File: config.mk
export PLATFORM = sky130hd
export DESIGN_NAME = pcer_top
export DESIGN_NICKNAME = d
export VERILOG_FILES = /design/src/pcer_pkg.sv /design/src/pcer_en_bank.sv /design/src/pcer_flag_bank.sv /design/src/pcer_top.sv
export SDC_FILE = /design/constraint.sdc
export NUM_CORES = 1
export LEC_CHECK = 0
export BUFFER_PORTS_ARGS = -buffer_cell sky130_fd_sc_hd__buf_2
export CAP_MARGIN = 0
export CORE_UTILIZATION = 48
export CTS_BUF_LIST = sky130_fd_sc_hd__clkbuf_8 sky130_fd_sc_hd__clkbuf_16
export DETAILED_ROUTE_END_ITERATION = 10
export GPL_ROUTABILITY_DRIVEN = 0
export PLACE_DENSITY = 0.85
export SLEW_MARGIN = 20
export SYNTH_ARGS = -nofsm -noshare
export SYNTH_HDL_FRONTEND = slang
export SYNTH_SLANG_ARGS = --single-unit
File: constraint.sdc
create_clock -name clk -period 1.4 [get_ports clk]
set_input_delay 0.28 -clock clk [delete_from_list [all_inputs] [get_ports clk]]
set_output_delay 0.28 -clock clk [all_outputs]
set_load 0.005 [all_outputs]
File: src/pcer_pkg.sv
/*
  Constants shared by the performance monitor enable and interrupt bank.
  Assumes a 32-bit register port; the cycle counter sits on bit 31.
*/
`default_nettype none
package pcer_pkg;
  localparam int unsigned PCER_DW = 32;
  localparam int unsigned PCER_AW = 8;
  localparam logic [7:0] PCER_OFF_IEN_SET = 8'h00;
  localparam logic [7:0] PCER_OFF_IEN_CLR = 8'h04;
  localparam logic [7:0] PCER_OFF_CEN_SET = 8'h08;
  localparam logic [7:0] PCER_OFF_CEN_CLR = 8'h0c;
  localparam logic [7:0] PCER_OFF_CTRL = 8'h10;
  localparam logic [7:0] PCER_OFF_FLAG = 8'h14;
  localparam int unsigned PCER_CYC_BIT = 31;
  localparam int unsigned PCER_GEN_BIT = 0;
  localparam int unsigned PCER_NCNT_LSB = 11;
  localparam int unsigned PCER_NCNT_W = 5;
  localparam logic [31:0] PCER_EN_RST = 32'h0000_0000;
  localparam logic [31:0] PCER_FLAG_RST = 32'h0000_0000;
  localparam logic PCER_GEN_RST = 1'b0;

  // implemented bits: counters below n plus the cycle counter
  function automatic logic [31:0] pcer_impl_mask(input int unsigned n);
    logic [31:0] m;
    m = 32'h0000_0000;
    for (int i = 0; i < 31; i++) begin
      if (i < n) begin
        m[i] = 1'b1;
      end
    end
    m[PCER_CYC_BIT] = 1'b1;
    return m;
  endfunction
endpackage
`default_nettype wire

File: src/pcer_en_bank.sv
/*
  One set/clear enable bank: a single stored vector reached by two addresses.
  Assumes set and clear writes never arrive in the same cycle.
*/
`timescale 1ns/1ps
`default_nettype none
module pcer_en_bank #(
  parameter logic [31:0] MASK = 32'hffff_ffff
) (
  input wire logic clk,
  input wire logic rst_n,
  input wire logic set_wr,
  input wire logic clr_wr,
  input wire logic [pcer_pkg::PCER_DW-1:0] wdata,
  output logic [pcer_pkg::PCER_DW-1:0] en_q
);
  import pcer_pkg::*;

  // reserved bits never store, so they read as zero
  always_ff @(posedge clk or negedge rst_n) begin
    if (!rst_n) begin
      en_q <= PCER_EN_RST;
    end else if (set_wr) begin
      en_q <= en_q | (wdata & MASK);
    end else if (clr_wr) begin
      en_q <= en_q & ~(wdata & MASK);
    end
  end
endmodule
`default_nettype wire

File: src/pcer_flag_bank.sv
/*
  Sticky overflow flags, cleared by writing one.
  Assumes overflow events are one-cycle pulses from logic on the same clock.
*/
`timescale 1ns/1ps
`default_nettype none
module pcer_flag_bank #(
  parameter logic [31:0] MASK = 32'hffff_ffff
) (
  input wire logic clk,
  input wire logic rst_n,
  input wire logic [pcer_pkg::PCER_DW-1:0] set_evt,
  input wire logic clr_wr,
  input wire logic [pcer_pkg::PCER_DW-1:0] wdata,
  output logic [pcer_pkg::PCER_DW-1:0] flag_q
);
  import pcer_pkg::*;

  logic [PCER_DW-1:0] clr_vec;

  assign clr_vec = clr_wr ? (wdata & MASK) : '0;

  // a new overflow beats a clear in the same cycle, so none is lost
  always_ff @(posedge clk or negedge rst_n) begin
    if (!rst_n) begin
      flag_q <= PCER_FLAG_RST;
    end else begin
      flag_q <= ((flag_q & ~clr_vec) | set_evt) & MASK;
    end
  end
endmodule
`default_nettype wire

File: src/pcer_top.sv
/*
  Performance monitor enable bank: interrupt and count enables with set and
  clear views, global enable, overflow flags and the exported interrupt.
  Assumes a single-cycle register port from privileged core logic on clk;
  overflow pulses and the user-mode level come from the same clock domain.
*/
`timescale 1ns/1ps
`default_nettype none
module pcer_top #(
  parameter int unsigned NUM_CNT = 4
) (
  input wire logic clk,
  input wire logic arst_n,
  input wire logic [pcer_pkg::PCER_AW-1:0] reg_addr,
  input wire logic [pcer_pkg::PCER_DW-1:0] reg_wdata,
  input wire logic reg_wr,
  input wire logic reg_rd,
  output logic [pcer_pkg::PCER_DW-1:0] reg_rdata,
  input wire logic user_mode,
  output logic access_undef,
  input wire logic [NUM_CNT-1:0] evt_ovf,
  input wire logic cyc_ovf,
  output logic [NUM_CNT-1:0] cnt_run,
  output logic cyc_run,
  output logic ovf_irq
);
  import pcer_pkg::*;

  localparam logic [31:0] IMPL_MASK = pcer_impl_mask(NUM_CNT);
  localparam logic [PCER_NCNT_W-1:0] NCNT_VAL = PCER_NCNT_W'(NUM_CNT);

  function automatic logic hit(input logic [PCER_AW-1:0] a, input logic [PCER_AW-1:0] off);
    return a == off;
  endfunction

  function automatic logic mapped(input logic [PCER_AW-1:0] a);
    return hit(a, PCER_OFF_IEN_SET) || hit(a, PCER_OFF_IEN_CLR) ||
           hit(a, PCER_OFF_CEN_SET) || hit(a, PCER_OFF_CEN_CLR) ||
           hit(a, PCER_OFF_CTRL) || hit(a, PCER_OFF_FLAG);
  endfunction

  logic [1:0] rst_sync_q;
  logic rst_n;
  logic wr_ok;
  logic rd_ok;
  logic [PCER_DW-1:0] ien_q;
  logic [PCER_DW-1:0] cen_q;
  logic [PCER_DW-1:0] flag_q;
  logic [PCER_DW-1:0] ovf_vec;
  logic [PCER_DW-1:0] rdata_d;
  logic [PCER_DW-1:0] rdata_q;
  logic gen_en_q;
  logic undef_q;
  logic irq_d;
  logic irq_q;
  logic [NUM_CNT-1:0] cnt_run_q;
  logic cyc_run_q;

  // reset released through two flops so release is clean on clk
  always_ff @(posedge clk or negedge arst_n) begin
    if (!arst_n) begin
      rst_sync_q <= 2'h0;
    end else begin
      rst_sync_q <= {rst_sync_q[0], 1'b1};
    end
  end

  assign rst_n = rst_sync_q[1];

  // user-mode accesses are dropped whole: no store, no read data
  assign wr_ok = reg_wr && !user_mode;
  assign rd_ok = reg_rd && !user_mode;

  always_ff @(posedge clk or negedge rst_n) begin
    if (!rst_n) begin
      undef_q <= 1'b0;
    end else begin
      undef_q <= (reg_wr || reg_rd) && user_mode && mapped(reg_addr);
    end
  end

  // counter i on bit i, cycle counter on the top bit
  generate
    for (genvar i = 0; i < 31; i++) begin : g_ovf
      if (i < NUM_CNT) begin : g_impl
        assign ovf_vec[i] = evt_ovf[i];
      end else begin : g_rsv
        assign ovf_vec[i] = 1'b0;
      end
    end
  endgenerate

  assign ovf_vec[PCER_CYC_BIT] = cyc_ovf;

  pcer_en_bank #(
    .MASK(IMPL_MASK)
  ) u_ien (
    .clk(clk),
    .rst_n(rst_n),
    .set_wr(wr_ok && hit(reg_addr, PCER_OFF_IEN_SET)),
    .clr_wr(wr_ok && hit(reg_addr, PCER_OFF_IEN_CLR)),
    .wdata(reg_wdata),
    .en_q(ien_q)
  );

  pcer_en_bank #(
    .MASK(IMPL_MASK)
  ) u_cen (
    .clk(clk),
    .rst_n(rst_n),
    .set_wr(wr_ok && hit(reg_addr, PCER_OFF_CEN_SET)),
    .clr_wr(wr_ok && hit(reg_addr, PCER_OFF_CEN_CLR)),
    .wdata(reg_wdata),
    .en_q(cen_q)
  );

  pcer_flag_bank #(
    .MASK(IMPL_MASK)
  ) u_flag (
    .clk(clk),
    .rst_n(rst_n),
    .set_evt(ovf_vec),
    .clr_wr(wr_ok && hit(reg_addr, PCER_OFF_FLAG)),
    .wdata(reg_wdata),
    .flag_q(flag_q)
  );

  always_ff @(posedge clk or negedge rst_n) begin
    if (!rst_n) begin
      gen_en_q <= PCER_GEN_RST;
    end else if (wr_ok && hit(reg_addr, PCER_OFF_CTRL)) begin
      gen_en_q <= reg_wdata[PCER_GEN_BIT];
    end
  end

  // count enables are only masked here, never cleared, by the global bit
  always_ff @(posedge clk or negedge rst_n) begin
    if (!rst_n) begin
      cnt_run_q <= '0;
      cyc_run_q <= 1'b0;
    end else begin
      cnt_run_q <= cen_q[NUM_CNT-1:0] & {NUM_CNT{gen_en_q}};
      cyc_run_q <= cen_q[PCER_CYC_BIT] && gen_en_q;
    end
  end

  // level interrupt: falls once the flag, its enable or the global enable goes
  assign irq_d = gen_en_q && (|(flag_q & ien_q));

  always_ff @(posedge clk or negedge rst_n) begin
    if (!rst_n) begin
      irq_q <= 1'b0;
    end else begin
      irq_q <= irq_d;
    end
  end

  always_comb begin
    rdata_d = '0;
    unique case (1'b1)
      hit(reg_addr, PCER_OFF_IEN_SET): rdata_d = ien_q;
      hit(reg_addr, PCER_OFF_IEN_CLR): rdata_d = ien_q;
      hit(reg_addr, PCER_OFF_CEN_SET): rdata_d = cen_q;
      hit(reg_addr, PCER_OFF_CEN_CLR): rdata_d = cen_q;
      hit(reg_addr, PCER_OFF_CTRL): begin
        rdata_d[PCER_GEN_BIT] = gen_en_q;
        rdata_d[PCER_NCNT_LSB +: PCER_NCNT_W] = NCNT_VAL;
      end
      hit(reg_addr, PCER_OFF_FLAG): rdata_d = flag_q;
      default: rdata_d = '0;
    endcase
  end

  // read data valid only in the cycle after the strobe, zero otherwise
  always_ff @(posedge clk or negedge rst_n) begin
    if (!rst_n) begin
      rdata_q <= '0;
    end else begin
      rdata_q <= rd_ok ? rdata_d : '0;
    end
  end

  assign reg_rdata = rdata_q;
  assign access_undef = undef_q;
  assign cnt_run = cnt_run_q;
  assign cyc_run = cyc_run_q;
  assign ovf_irq = irq_q;

  // helpers read only by the checks below
  logic [PCER_DW-1:0] wmask_q;
  logic [PCER_DW-1:0] evt_q;
  logic [PCER_DW-1:0] ien_prev_q;
  logic [PCER_DW-1:0] cen_prev_q;

  always_ff @(posedge clk or negedge rst_n) begin
    if (!rst_n) begin
      wmask_q <= '0;
      evt_q <= '0;
      ien_prev_q <= '0;
      cen_prev_q <= '0;
    end else begin
      wmask_q <= reg_wdata & IMPL_MASK;
      evt_q <= ovf_vec;
      ien_prev_q <= ien_q;
      cen_prev_q <= cen_q;
    end
  end
endmodule
`default_nettype wire

==> results of run 1 <==
-- metrics by stage --
stage | utilization [%] | power (mW) | worst slack (ns)
after floorplan | - | 1.09 | 0.267
after global placement | 56.7 | 1.12 | 0.0643
after detailed placement | 56.7 | 1.12 | 0.0501
after CTS | 59.9 | 1.80 | 0.336
after global routing | 59.9 | 1.87 | 0.207
final | 59.9 | 1.79 | 0.330
-- cells in the final DEF (no fill, tap or decap), types with 2 or more instances in the layout --
cell | synthesis | final
a21oi_1 | 5 | 5
a31oi_1 | 7 | 7
a41oi_1 | 2 | 2
and2_1 | 5 | 5
and3b_1 | 5 | 5
buf_2 | 0 | 35
buf_4 | 27 | 7
clkbuf_8 | 0 | 5
clkinvlp_4 | 0 | 2
conb_1 | 2 | 27
dfrtp_1 | 31 | 31
inv_1 | 13 | 13
mux2i_1 | 14 | 14
nand3_1 | 12 | 12
nor2_1 | 7 | 7
nor2b_1 | 2 | 2
or2_2 | 4 | 4
-- worst min-delay path, cell delays in order --
cell and delay, ns:
buf_2 0.10, inv_1 0.04, a31oi_1 0.06
-- cell type report --
| class | count | area share (%) |
|---|---|---|
| clock buffer | 5 | 3.64 |
| clock inverter | 3 | 1.06 |
| inverter | 13 | 2.58 |
| multi-input combinational | 106 | 36.1 |
| sequential | 31 | 41.1 |
| tap | 44 | 2.92 |
| timing repair buffer | 43 | 12.6 |
-- how the worst max path moves through the flow --
stage / to / slack (ns) / cells after the start / startpoint
after detailed placement: reg_rdata[31] / 0.05 / 4 / reg_addr[5]
after floorplan: u_flag.flag_q[0] / 0.27 / 4 / reg_addr[3]
final: reg_rdata[31] / 0.33 / 4 / reg_addr[5]
after CTS: reg_rdata[31] / 0.34 / 4 / reg_addr[5]
after global routing: reg_rdata[13] / 0.21 / 4 / reg_addr[5]
after global placement: reg_rdata[31] / 0.06 / 4 / reg_addr[5]
-- layer usage --
layer | global-route usage (%) | routed length [um]
met5 | 0 | 0
met4 | 6.31 | 40
met3 | 6.61 | 208
met2 | 30.0 | 1470
met1 | 24.6 | 1290
-- power groups by stage --
stage                     Sequential [mW]  Combinational [mW]  Clock (mW)
after floorplan                     0.948               0.145           0
after CTS                           0.923               0.185       0.693
after global placement              0.939               0.177           0
after global routing                0.924               0.209       0.738
final                               0.923               0.185       0.687
after detailed placement            0.940               0.182           0
-- timing repair --
action / 4_1_cts / 5_1_grt
hold buffers: 1 / 0
setup endpoints to repair: 0 / 0
endpoints found under the hold margin: 2 / 0
-- cell families after synthesis --
kind of cell | count (synthesis) | synth area share (%)
other | 2 | 0.460
buffers and inverters | 43 | 16.5
multiplexers | 15 | 9.26
AND/OR/NAND/NOR | 45 | 18.6
flip-flops | 31 | 47.5
AO/OA/AOI/OAI | 19 | 7.66
==> summary.md, run 1 <==
| Metric | Value |
|---|---|
| Post-synthesis sequential area ratio | `47.5%` |
| Synth warnings | `0` |
| Worst Path Required | `between 1.5 and 2 ns` |
| First-pass GRT wire length | `4.90 mm` |
| Number of flops mapped to enable cells by yosys | `0` |
| Register bit total from synthesis | `31` |
| DR vias/cell | `approximately 4.7` |
| Hold/Removal Path Class | `input port to register` |
| Ys async rst share | `100%` |
| Vias in the first global route | `1,051` |
| Clk buf depth | `2` |
| Antenna Cells | `0` |
| Flop pwr share | `51.4%` |
| Distinct cells, synth | `32` |
| Highest clock rate | `935 MHz` |
| Internal power | `1.33 mW` |
| Die Wd | `between 60 and 70 um` |
| CTS tree | `built` |
| Fin area | `1890 sq um` |
| Data arrival time of the critical path | `1.26 ns` |
| Die height | `60.3 um` |
| Synth area leader | `dfrtp_1` |
| Min-delay src | `evt_ovf[0]` |
| Clock power share | `38.3%` |
| FF-to-FF setup slack | `0.40 ns` |
| Final Hold Viols | `0` |
| Synthesized area | `1630 sq um` |
| Clock slew at reported path FFs | `around 0.070 ns` |
| Post-synth top cells | `dfrtp_1 (31), buf_4 (27), mux2i_1 (14)` |
| Crit path time final | `1.07 ns` |
| Starting DRT DRC Count | `44` |
| NetSw | `462 uW` |
| Critical path's slowest cell | `nand4b_1` |
| Crit path buffers/inverters | `1` |
| Top-Level Pins | `around 90` |
| Routed WL | `3.01 mm` |
| Cts repair resizes | `0` |
| Top cell type's share of synthesized area | `47.5%` |
| Cell row count | `20` |
| Sw frac | `roughly a quarter` |
| Router iterations before antenna repair | `4` |
| Initial core utilization | `about half` |
| Status | `finished, final reports clean` |
| Combined area of the multi-input logic cells | `682 sq um` |
| Post-Syn Instances | `approximately 160` |
| Hold endpoint | `u_flag.flag_q[0]` |
| Area contributors post-synth | `dfrtp_1 (47%), buf_4 (12%), mux2i_1 (8.6%)` |
| Nets | `250` |
| CP max stage delay | `0.35 ns` |
| Dpl cells | `~240` |
| Clock Latency Late Sink | `0.28 ns` |
| Avg WL per Cell | `12.3 um` |
| R2r worst-path depth | `3` |
| Leak | `1.05 nW` |
| Hold_ws | `0.243 ns` |
| Avg Cell Area, Syn | `10.5 sq um` |
| Num CTS Buffers | `5` |
| Post-DP HPWL | `2.28 mm` |
| Worst path cell trace | `buf_2 -> nor3_2 -> nand4b_1 -> a21oi_1` |
| Initial antenna violation count | `0` |
| Input/output buffers | `35` |
| Placed instance area | `~1800 sq um` |
| Clock root buffer | `clkbuf_8` |
| Hold path depth | `3` |
| Final period utilization | `between 70% and 80%` |
| Critical path class | `input port to register` |
| Non-filler cells in the finished layout | `245` |
| Max IR drop VDD | `0.000510 V` |
| Setup_tns | `0 ns` |
| Detail Route Antenna Nets | `0` |
| Worst reg2reg endpoint | `reg_rdata[0]` |
| Max_cap viols | `0` |
| GRT Total Usage | `19.0%` |
| H-tree depth | `2` |
| Fillers | `289` |
| Vias | `1,155` |
| Total grt overflow | `0` |
| RR Startpoint | `gen_en_q` |
| Startpoint types | `input port` |
| Count leader, synth | `dfrtp_1` |
| CP endpoint kind | `register` |
| Logic pwr share | `10.3%` |
| Critical path peak fanout | `6` |
| Final Skew | `0.00637 ns` |
| Worst path top cell family by delay | `simple AND/OR/NAND/NOR gates` |
| Register area | `between 700 and 800 sq um` |
| Primary FF master, synth | `dfrtp_1` |
| Cell area power density | `951 nW/um^2` |
| Final setup vio count | `0` |
| DIE AREA | `3640 sq um` |
| Largest net degree at the start of global routing | `30` |
| CTS Sinks | `31` |
| Layout cell share with drive strength beyond 1 | `28.9%` |
| Max Slew Vio Count | `0` |
| Area Growth Syn to Fin | `15.5%` |
| Post-CTS setup buffer count | `0` |
| Core area | `3150 sq um` |
| # DRC | `0` |
| RSZ-0062 raised after global routing | `no` |
Power figures use the tool's default switching activity.
==> inputs of run 2 (changes only) <==
--- a/config.mk
+++ b/config.mk
@@ -7,11 +7,11 @@
 export LEC_CHECK = 0
 export BUFFER_PORTS_ARGS = -buffer_cell sky130_fd_sc_hd__buf_2
 export CAP_MARGIN = 0
-export CORE_UTILIZATION = 48
+export CORE_UTILIZATION = 40
 export CTS_BUF_LIST = sky130_fd_sc_hd__clkbuf_8 sky130_fd_sc_hd__clkbuf_16
 export DETAILED_ROUTE_END_ITERATION = 10
 export GPL_ROUTABILITY_DRIVEN = 0
-export PLACE_DENSITY = 0.85
+export PLACE_DENSITY = 0.76
 export SLEW_MARGIN = 20
 export SYNTH_ARGS = -nofsm -noshare
 export SYNTH_HDL_FRONTEND = slang
==> constraint.sdc (replaced) <==
create_clock -name clk -period 0.86 [get_ports clk]
set_input_delay 0.172 -clock clk [delete_from_list [all_inputs] [get_ports clk]]
set_output_delay 0.172 -clock clk [all_outputs]
set_load 0.005 [all_outputs]
==> summary.md, run 2 (synthesis gave the netlist of run 1 again) <==
| Metric | Value |
|---|---|
| Status | `finished with violations` |
| Failing checks | `negative setup slack` |
| Commonest cells after routing, fill and taps aside | `dfrtp_1 (30), buf_2 (30), conb_1 (27)` |
| Worst path top cell family by delay | `compound AO/OA/AOI/OAI gates` |
| Register area | `777 sq um (+0.16%)` |
| Post-DP HPWL | `2.75 mm (+21%)` |
| Die height | `65.9 um (+9.2%)` |
| DR vias/cell | `4.91 (+4.1%)` |
| R2r worst-path depth | `2 (-1)` |
| GRT Total Usage | `20.0% (+0.93 points)` |
| Min-delay src | `reg_wdata[0]` |
| RR Startpoint | `u_flag.flag_q[3]` |
| CP max stage delay | `0.40 ns (+0.05 ns)` |
| Pre-CTS WS | `-0.316 ns (-0.366 ns)` |
| Placed instance area | `1960 sq um (+9.4%)` |
| Final Hold Viols | `0 (unchanged)` |
| Largest net degree at the start of global routing | `30 (unchanged)` |
| Clk buf depth | `2 (unchanged)` |
| DIE AREA | `4340 sq um (+19%)` |
| Cell row count | `22 (+10%)` |
| Layout cell share with drive strength beyond 1 | `46.0% (+17 points)` |
| H-tree depth | `2 (unchanged)` |
| Clock slew at reported path FFs | `0.07 ns (about the same)` |
| Die Wd | `65.9 um (+9.2%)` |
| Detail Route Antenna Nets | `0 (unchanged)` |
| Final period utilization | `117%` |
| Top-Level Pins | `89 (unchanged)` |
| Worst Path Required | `1.01 ns (-0.58 ns)` |
| Worst path cell trace | `a222oi_1 -> a21boi_1` |
| Crit path time final | `1.01 ns` |
| Area Growth Syn to Fin | `40.7%` |
| Sw frac | `25.6% (-0.19 points)` |
| Num CTS Buffers | `5 (unchanged)` |
| Total grt overflow | `0 (unchanged)` |
| Fillers | `302 (+4.5%)` |
| First-pass GRT wire length | `6.15 mm (+25%)` |
| FF-to-FF setup slack | `-0.15 ns (-0.55 ns)` |
| Critical path class | `register to register` |
| Clock power share | `37.6% (-0.7 points)` |
| CP endpoint kind | `register` |
| Hold path depth | `2 (-1)` |
| Cell area power density | `1360 nW/um^2 (+43%)` |
| Logic pwr share | `14.1% (+3.8 points)` |
| Avg WL per Cell | `14.9 um (+21%)` |
| Max Slew Vio Count | `0 (unchanged)` |
| Hold/Removal Path Class | `input port to register` |
| Final setup vio count | `22 (+22)` |
| Routed WL | `4.04 mm (+34%)` |
| Input/output buffers | `35 (unchanged)` |
| RSZ-0062 raised after global routing | `yes` |
| Final Skew | `0.0135 ns (+0.00717 ns)` |
| Flop pwr share | `48.3% (-3.1 points)` |
| Critical path's slowest cell | `dfrtp_1` |
| Combined area of the multi-input logic cells | `848 sq um (+24%)` |
| Max IR drop VDD | `0.000575 V (+13%)` |
| Crit path buffers/inverters | `0 (-1)` |
| Setup_tns | `-1.27 ns (-1.27 ns)` |
| Highest clock rate | `992 MHz` |
| Data arrival time of the critical path | `1.16 ns (-0.10 ns)` |
| Starting DRT DRC Count | `87 (+98%)` |
| NetSw | `797 uW (+72%)` |
| Fin area | `2300 sq um (+22%)` |
| Core Util, Final | `60.5% (+0.63 points)` |
| Nets | `273 (+9.2%)` |
| Final WS setup | `-0.148 ns (-0.479 ns)` |
| CTS tree | `built` |
| Vias in the first global route | `1,297 (+23%)` |
| Router iterations before antenna repair | `4 (unchanged)` |
| Initial core utilization | `43.0% (-8.8 points)` |
| Internal power | `2.32 mW (+74%)` |
| Max_cap viols | `0 (unchanged)` |
| Startpoint types | `register` |
| Clock Latency Late Sink | `0.29 ns (about the same)` |
| Core area | `3800 sq um (+20%)` |
| Leak | `1.20 nW (+15%)` |
| Critical path peak fanout | `2 (-4)` |
| Clock root buffer | `clkbuf_8` |
| Initial antenna violation count | `0 (unchanged)` |
| Vias | `1,335 (+16%)` |
| # DRC | `0 (unchanged)` |
| CTS Sinks | `31 (unchanged)` |
| Worst reg2reg endpoint | `ovf_irq` |
| Hold endpoint | `gen_en_q` |
| Antenna Cells | `0 (unchanged)` |
==> run 2: through the flow <==
stage / power [mW] / hold WS, ns / cells
global route: 3.26 / 0.141 / 272
CTS: 3.06 / 0.124 / 270
finish: 3.12 / 0.141 / 272
global placement: 1.87 / -0.0438 / 257
floorplan: 1.79 / -0.124 / 180
detailed placement: 1.88 / -0.0394 / 257
==> run 2: worst max path at each step <==
stage | start | end | slack, ns | cells after the start
after floorplan | reg_addr[5] | register | -0.09 | 4
after global placement | reg_addr[4] | register | -0.25 | 5
after detailed placement | reg_addr[4] | reg_rdata[0] | -0.32 | 5
after CTS | u_flag.flag_q[3] | ovf_irq | -0.12 | 2
after global routing | u_flag.flag_q[3] | ovf_irq | -0.19 | 2
final | u_flag.flag_q[3] | ovf_irq | -0.15 | 2
==> run 2: area by class of cell <==
class	instances	area share (%)
clock inverter	2	0.381
tap	48	2.61
timing repair buffer	66	20.6
sequential	31	33.8
multi-input combinational	106	36.9
inverter	13	2.12
clock buffer	6	3.59
==> run 2: routing by layer <==
layer | up-vias | share of wire, % | wire length, um | global-route usage (%)
met5 | - | 0 | 0 | 0
met4 | 0 | 2.4 | 95 | 11.1
met3 | 10 | 6.9 | 278 | 5.17
met2 | 61 | 52 | 2100 | 32.3
met1 | 648 | 39 | 1560 | 23.9
li1 | 616 | - | - | -
==> run 2: repair_timing <==
action                                 CTS  global route
setup buffers                            4             2
resized for setup                       12            31
cloned                                   0             1
hold buffers                             1             0
endpoints found under the hold margin    2             0
setup endpoints to repair               20            32
pin swaps                                9             9
==> run 2: power groups by stage <==
stage / Clock [mW] / Combinational [mW] / Sequential, mW
6_report: 1.17 / 0.441 / 1.50
5_1_grt: 1.27 / 0.483 / 1.51
4_1_cts: 1.17 / 0.381 / 1.50
3_5_place_dp: 0 / 0.353 / 1.53
3_3_place_gp: 0 / 0.341 / 1.53
2_1_floorplan: 0 / 0.247 / 1.54
==> inputs of run 3 (changes only) <==
--- a/config.mk
+++ b/config.mk
@@ -7,6 +7,7 @@
 export LEC_CHECK = 0
 export BUFFER_PORTS_ARGS = -buffer_cell sky130_fd_sc_hd__buf_2
 export CAP_MARGIN = 0
+export CORE_MARGIN = 1.5
 export CORE_UTILIZATION = 40
 export CTS_BUF_LIST = sky130_fd_sc_hd__clkbuf_8 sky130_fd_sc_hd__clkbuf_16
 export DETAILED_ROUTE_END_ITERATION = 10
==> summary.md, run 3 (synthesis gave the netlist of run 1 again) <==
| Metric | Value |
|---|---|
| Commonest cells after routing, fill and taps aside | `buf_2 (32), dfrtp_1 (30), conb_1 (27)` |
| Total Power | `3.18 mW (+1.9%)` |
| CP endpoint kind | `register` |
| Nets | `274 (+0.37%)` |
| Crit path time final | `0.965 ns (-0.0432 ns)` |
| Dpl cells | `260 (+1.2%)` |
| Routed WL | `3.76 mm (-7.0%)` |
| Final WS setup | `-0.105 ns (+0.0432 ns)` |
| First-pass GRT wire length | `5.70 mm (-7.3%)` |
| CTS Sinks | `31 (unchanged)` |
| Area Growth Syn to Fin | `39.2%` |
| Startpoint types | `register` |
| Final setup vio count | `26 (+18%)` |
| Clock slew at reported path FFs | `0.07 ns (about the same)` |
| DR vias/cell | `4.70 (-4.2%)` |
| Placed instance area | `1980 sq um (+1.2%)` |
| Core area | `3970 sq um (+4.5%)` |
| Data arrival time of the critical path | `1.12 ns (-0.04 ns)` |
| Non-filler cells in the finished layout | `275 (+1.1%)` |
| Die height | `66.9 um (+1.5%)` |
| R2r worst-path depth | `2 (unchanged)` |
| Worst reg2reg endpoint | `ovf_irq` |
| Status | `finished with violations` |
| Avg WL per Cell | `13.7 um (-8.0%)` |
| Clk buf depth | `2 (unchanged)` |
| Cell area power density | `1400 nW/um^2 (+3.0%)` |
| Layout cell share with drive strength beyond 1 | `44.0% (-2.0 points)` |
| Pre-CTS WS | `-0.299 ns (+0.0166 ns)` |
| H-tree depth | `2 (unchanged)` |
| Starting DRT DRC Count | `80 (-8.0%)` |
| Vias | `1,293 (-3.1%)` |
| Initial antenna violation count | `0 (unchanged)` |
| Clock root buffer | `clkbuf_8` |
| Failing checks | `negative setup slack` |
| Largest net degree at the start of global routing | `23 (-23%)` |
| Detail Route Antenna Nets | `0 (unchanged)` |
| DIE AREA | `4480 sq um (+3.1%)` |
| Setup_tns | `-1.35 ns (-0.0798 ns)` |
| Critical path peak fanout | `3 (+1)` |
| Hold/Removal Path Class | `register to async pin` |
| Leak | `1.21 nW (+0.87%)` |
| Final period utilization | `112% (-5.0 points)` |
| Top-Level Pins | `89 (unchanged)` |
| Post-DP HPWL | `2.68 mm (-2.8%)` |
| Cell row count | `23 (+4.5%)` |
| Highest clock rate | `1040 MHz (+4.5%)` |
| Input/output buffers | `35 (unchanged)` |
| Final Hold Viols | `0 (unchanged)` |
| # DRC | `0 (unchanged)` |
| Die Wd | `66.9 um (+1.5%)` |
| Fin area | `2270 sq um (-1.0%)` |
| Most common cell after layout, fill and taps aside | `buf_2` |
| Critical path class | `register to register` |
| Antenna Cells | `0 (unchanged)` |
| FF-to-FF setup slack | `-0.10 ns (+0.04 ns)` |
| GRT Total Usage | `17.8% (-2.1 points)` |
| Router iterations before antenna repair | `4 (unchanged)` |
| Vias in the first global route | `1,219 (-6.0%)` |
| Max IR drop VDD | `0.000623 V (+8.2%)` |
| Initial core utilization | `41.1% (-1.9 points)` |
| Num CTS Buffers | `5 (unchanged)` |
| Max Slew Vio Count | `0 (unchanged)` |
| Hold_ws | `0.119 ns (-0.0220 ns)` |
| Max_cap viols | `0 (unchanged)` |
| Worst Path Required | `1.01 ns (about the same)` |
| Final Skew | `0.00739 ns (-0.00615 ns)` |
| RSZ-0062 raised after global routing | `yes` |
| Total grt overflow | `0 (unchanged)` |
| CTS tree | `built` |
| Clock Latency Late Sink | `0.29 ns (about the same)` |
| Core Util, Final | `57.3% (-3.2 points)` |
==> run 3: cell types whose count changed in the layout (fill, tap and decap cells not counted), sizes merged <==
cell,previous run,this run
clkinv,1,0
clkbuf,7,8
buf,64,65
==> run 3: worst max-delay path by stage <==
stage,from,to,slack (ns),depth (start not counted)
2_1_floorplan,reg_addr[5],register,-0.09,4
3_3_place_gp,reg_addr[4],register,-0.28,5
3_5_place_dp,reg_addr[4],register,-0.30,5
4_1_cts,u_flag.flag_q[3],ovf_irq,-0.12,2
5_1_grt,u_flag.flag_q[3],ovf_irq,-0.16,2
6_report,register,ovf_irq,-0.10,2
==> run 3: per-layer routing <==
layer,part of all wire [%],track usage (%),up-vias
met1,39,21.7,620
met3,7.2,5.57,5
li1,-,-,613
met2,52,28.5,55
met4,1.6,8.42,0
met5,0,0,-
==> run 3: area by class of cell <==
class,count,area (sq um)
Timing Repair Buffer,67,480
Clock buffer,7,96.3
Multi-Input combinational cell,106,806
Inverter,13,48.8
Clock inverter,1,3.75
Fill cell,343,1700
Tap cell,50,62.6
Sequential cell,31,777
==> run 3: timing repair <==
action,CTS,global route
hold buffers,1,0
setup buffers,1,4
hold endpoints to repair,2,0
gates cloned,0,1
setup endpoints to repair,19,33
pin swaps,6,11
resized for setup,9,25
==> run 3: power by group <==
| part | internal, mW | leakage (nW) | total (mW) | switching [mW] |
|---|---|---|---|---|
| clock network | 0.717 | 0.0557 | 1.25 | 0.530 |
| logic | 0.202 | 0.797 | 0.419 | 0.216 |
| registers | 1.49 | 0.360 | 1.51 | 0.0240 |
==> run 3: critical path: stages (launching register included) <==
cell and delay (ns):
dfrtp_1 0.40, a222oi_1 0.31, a21boi_1 0.12
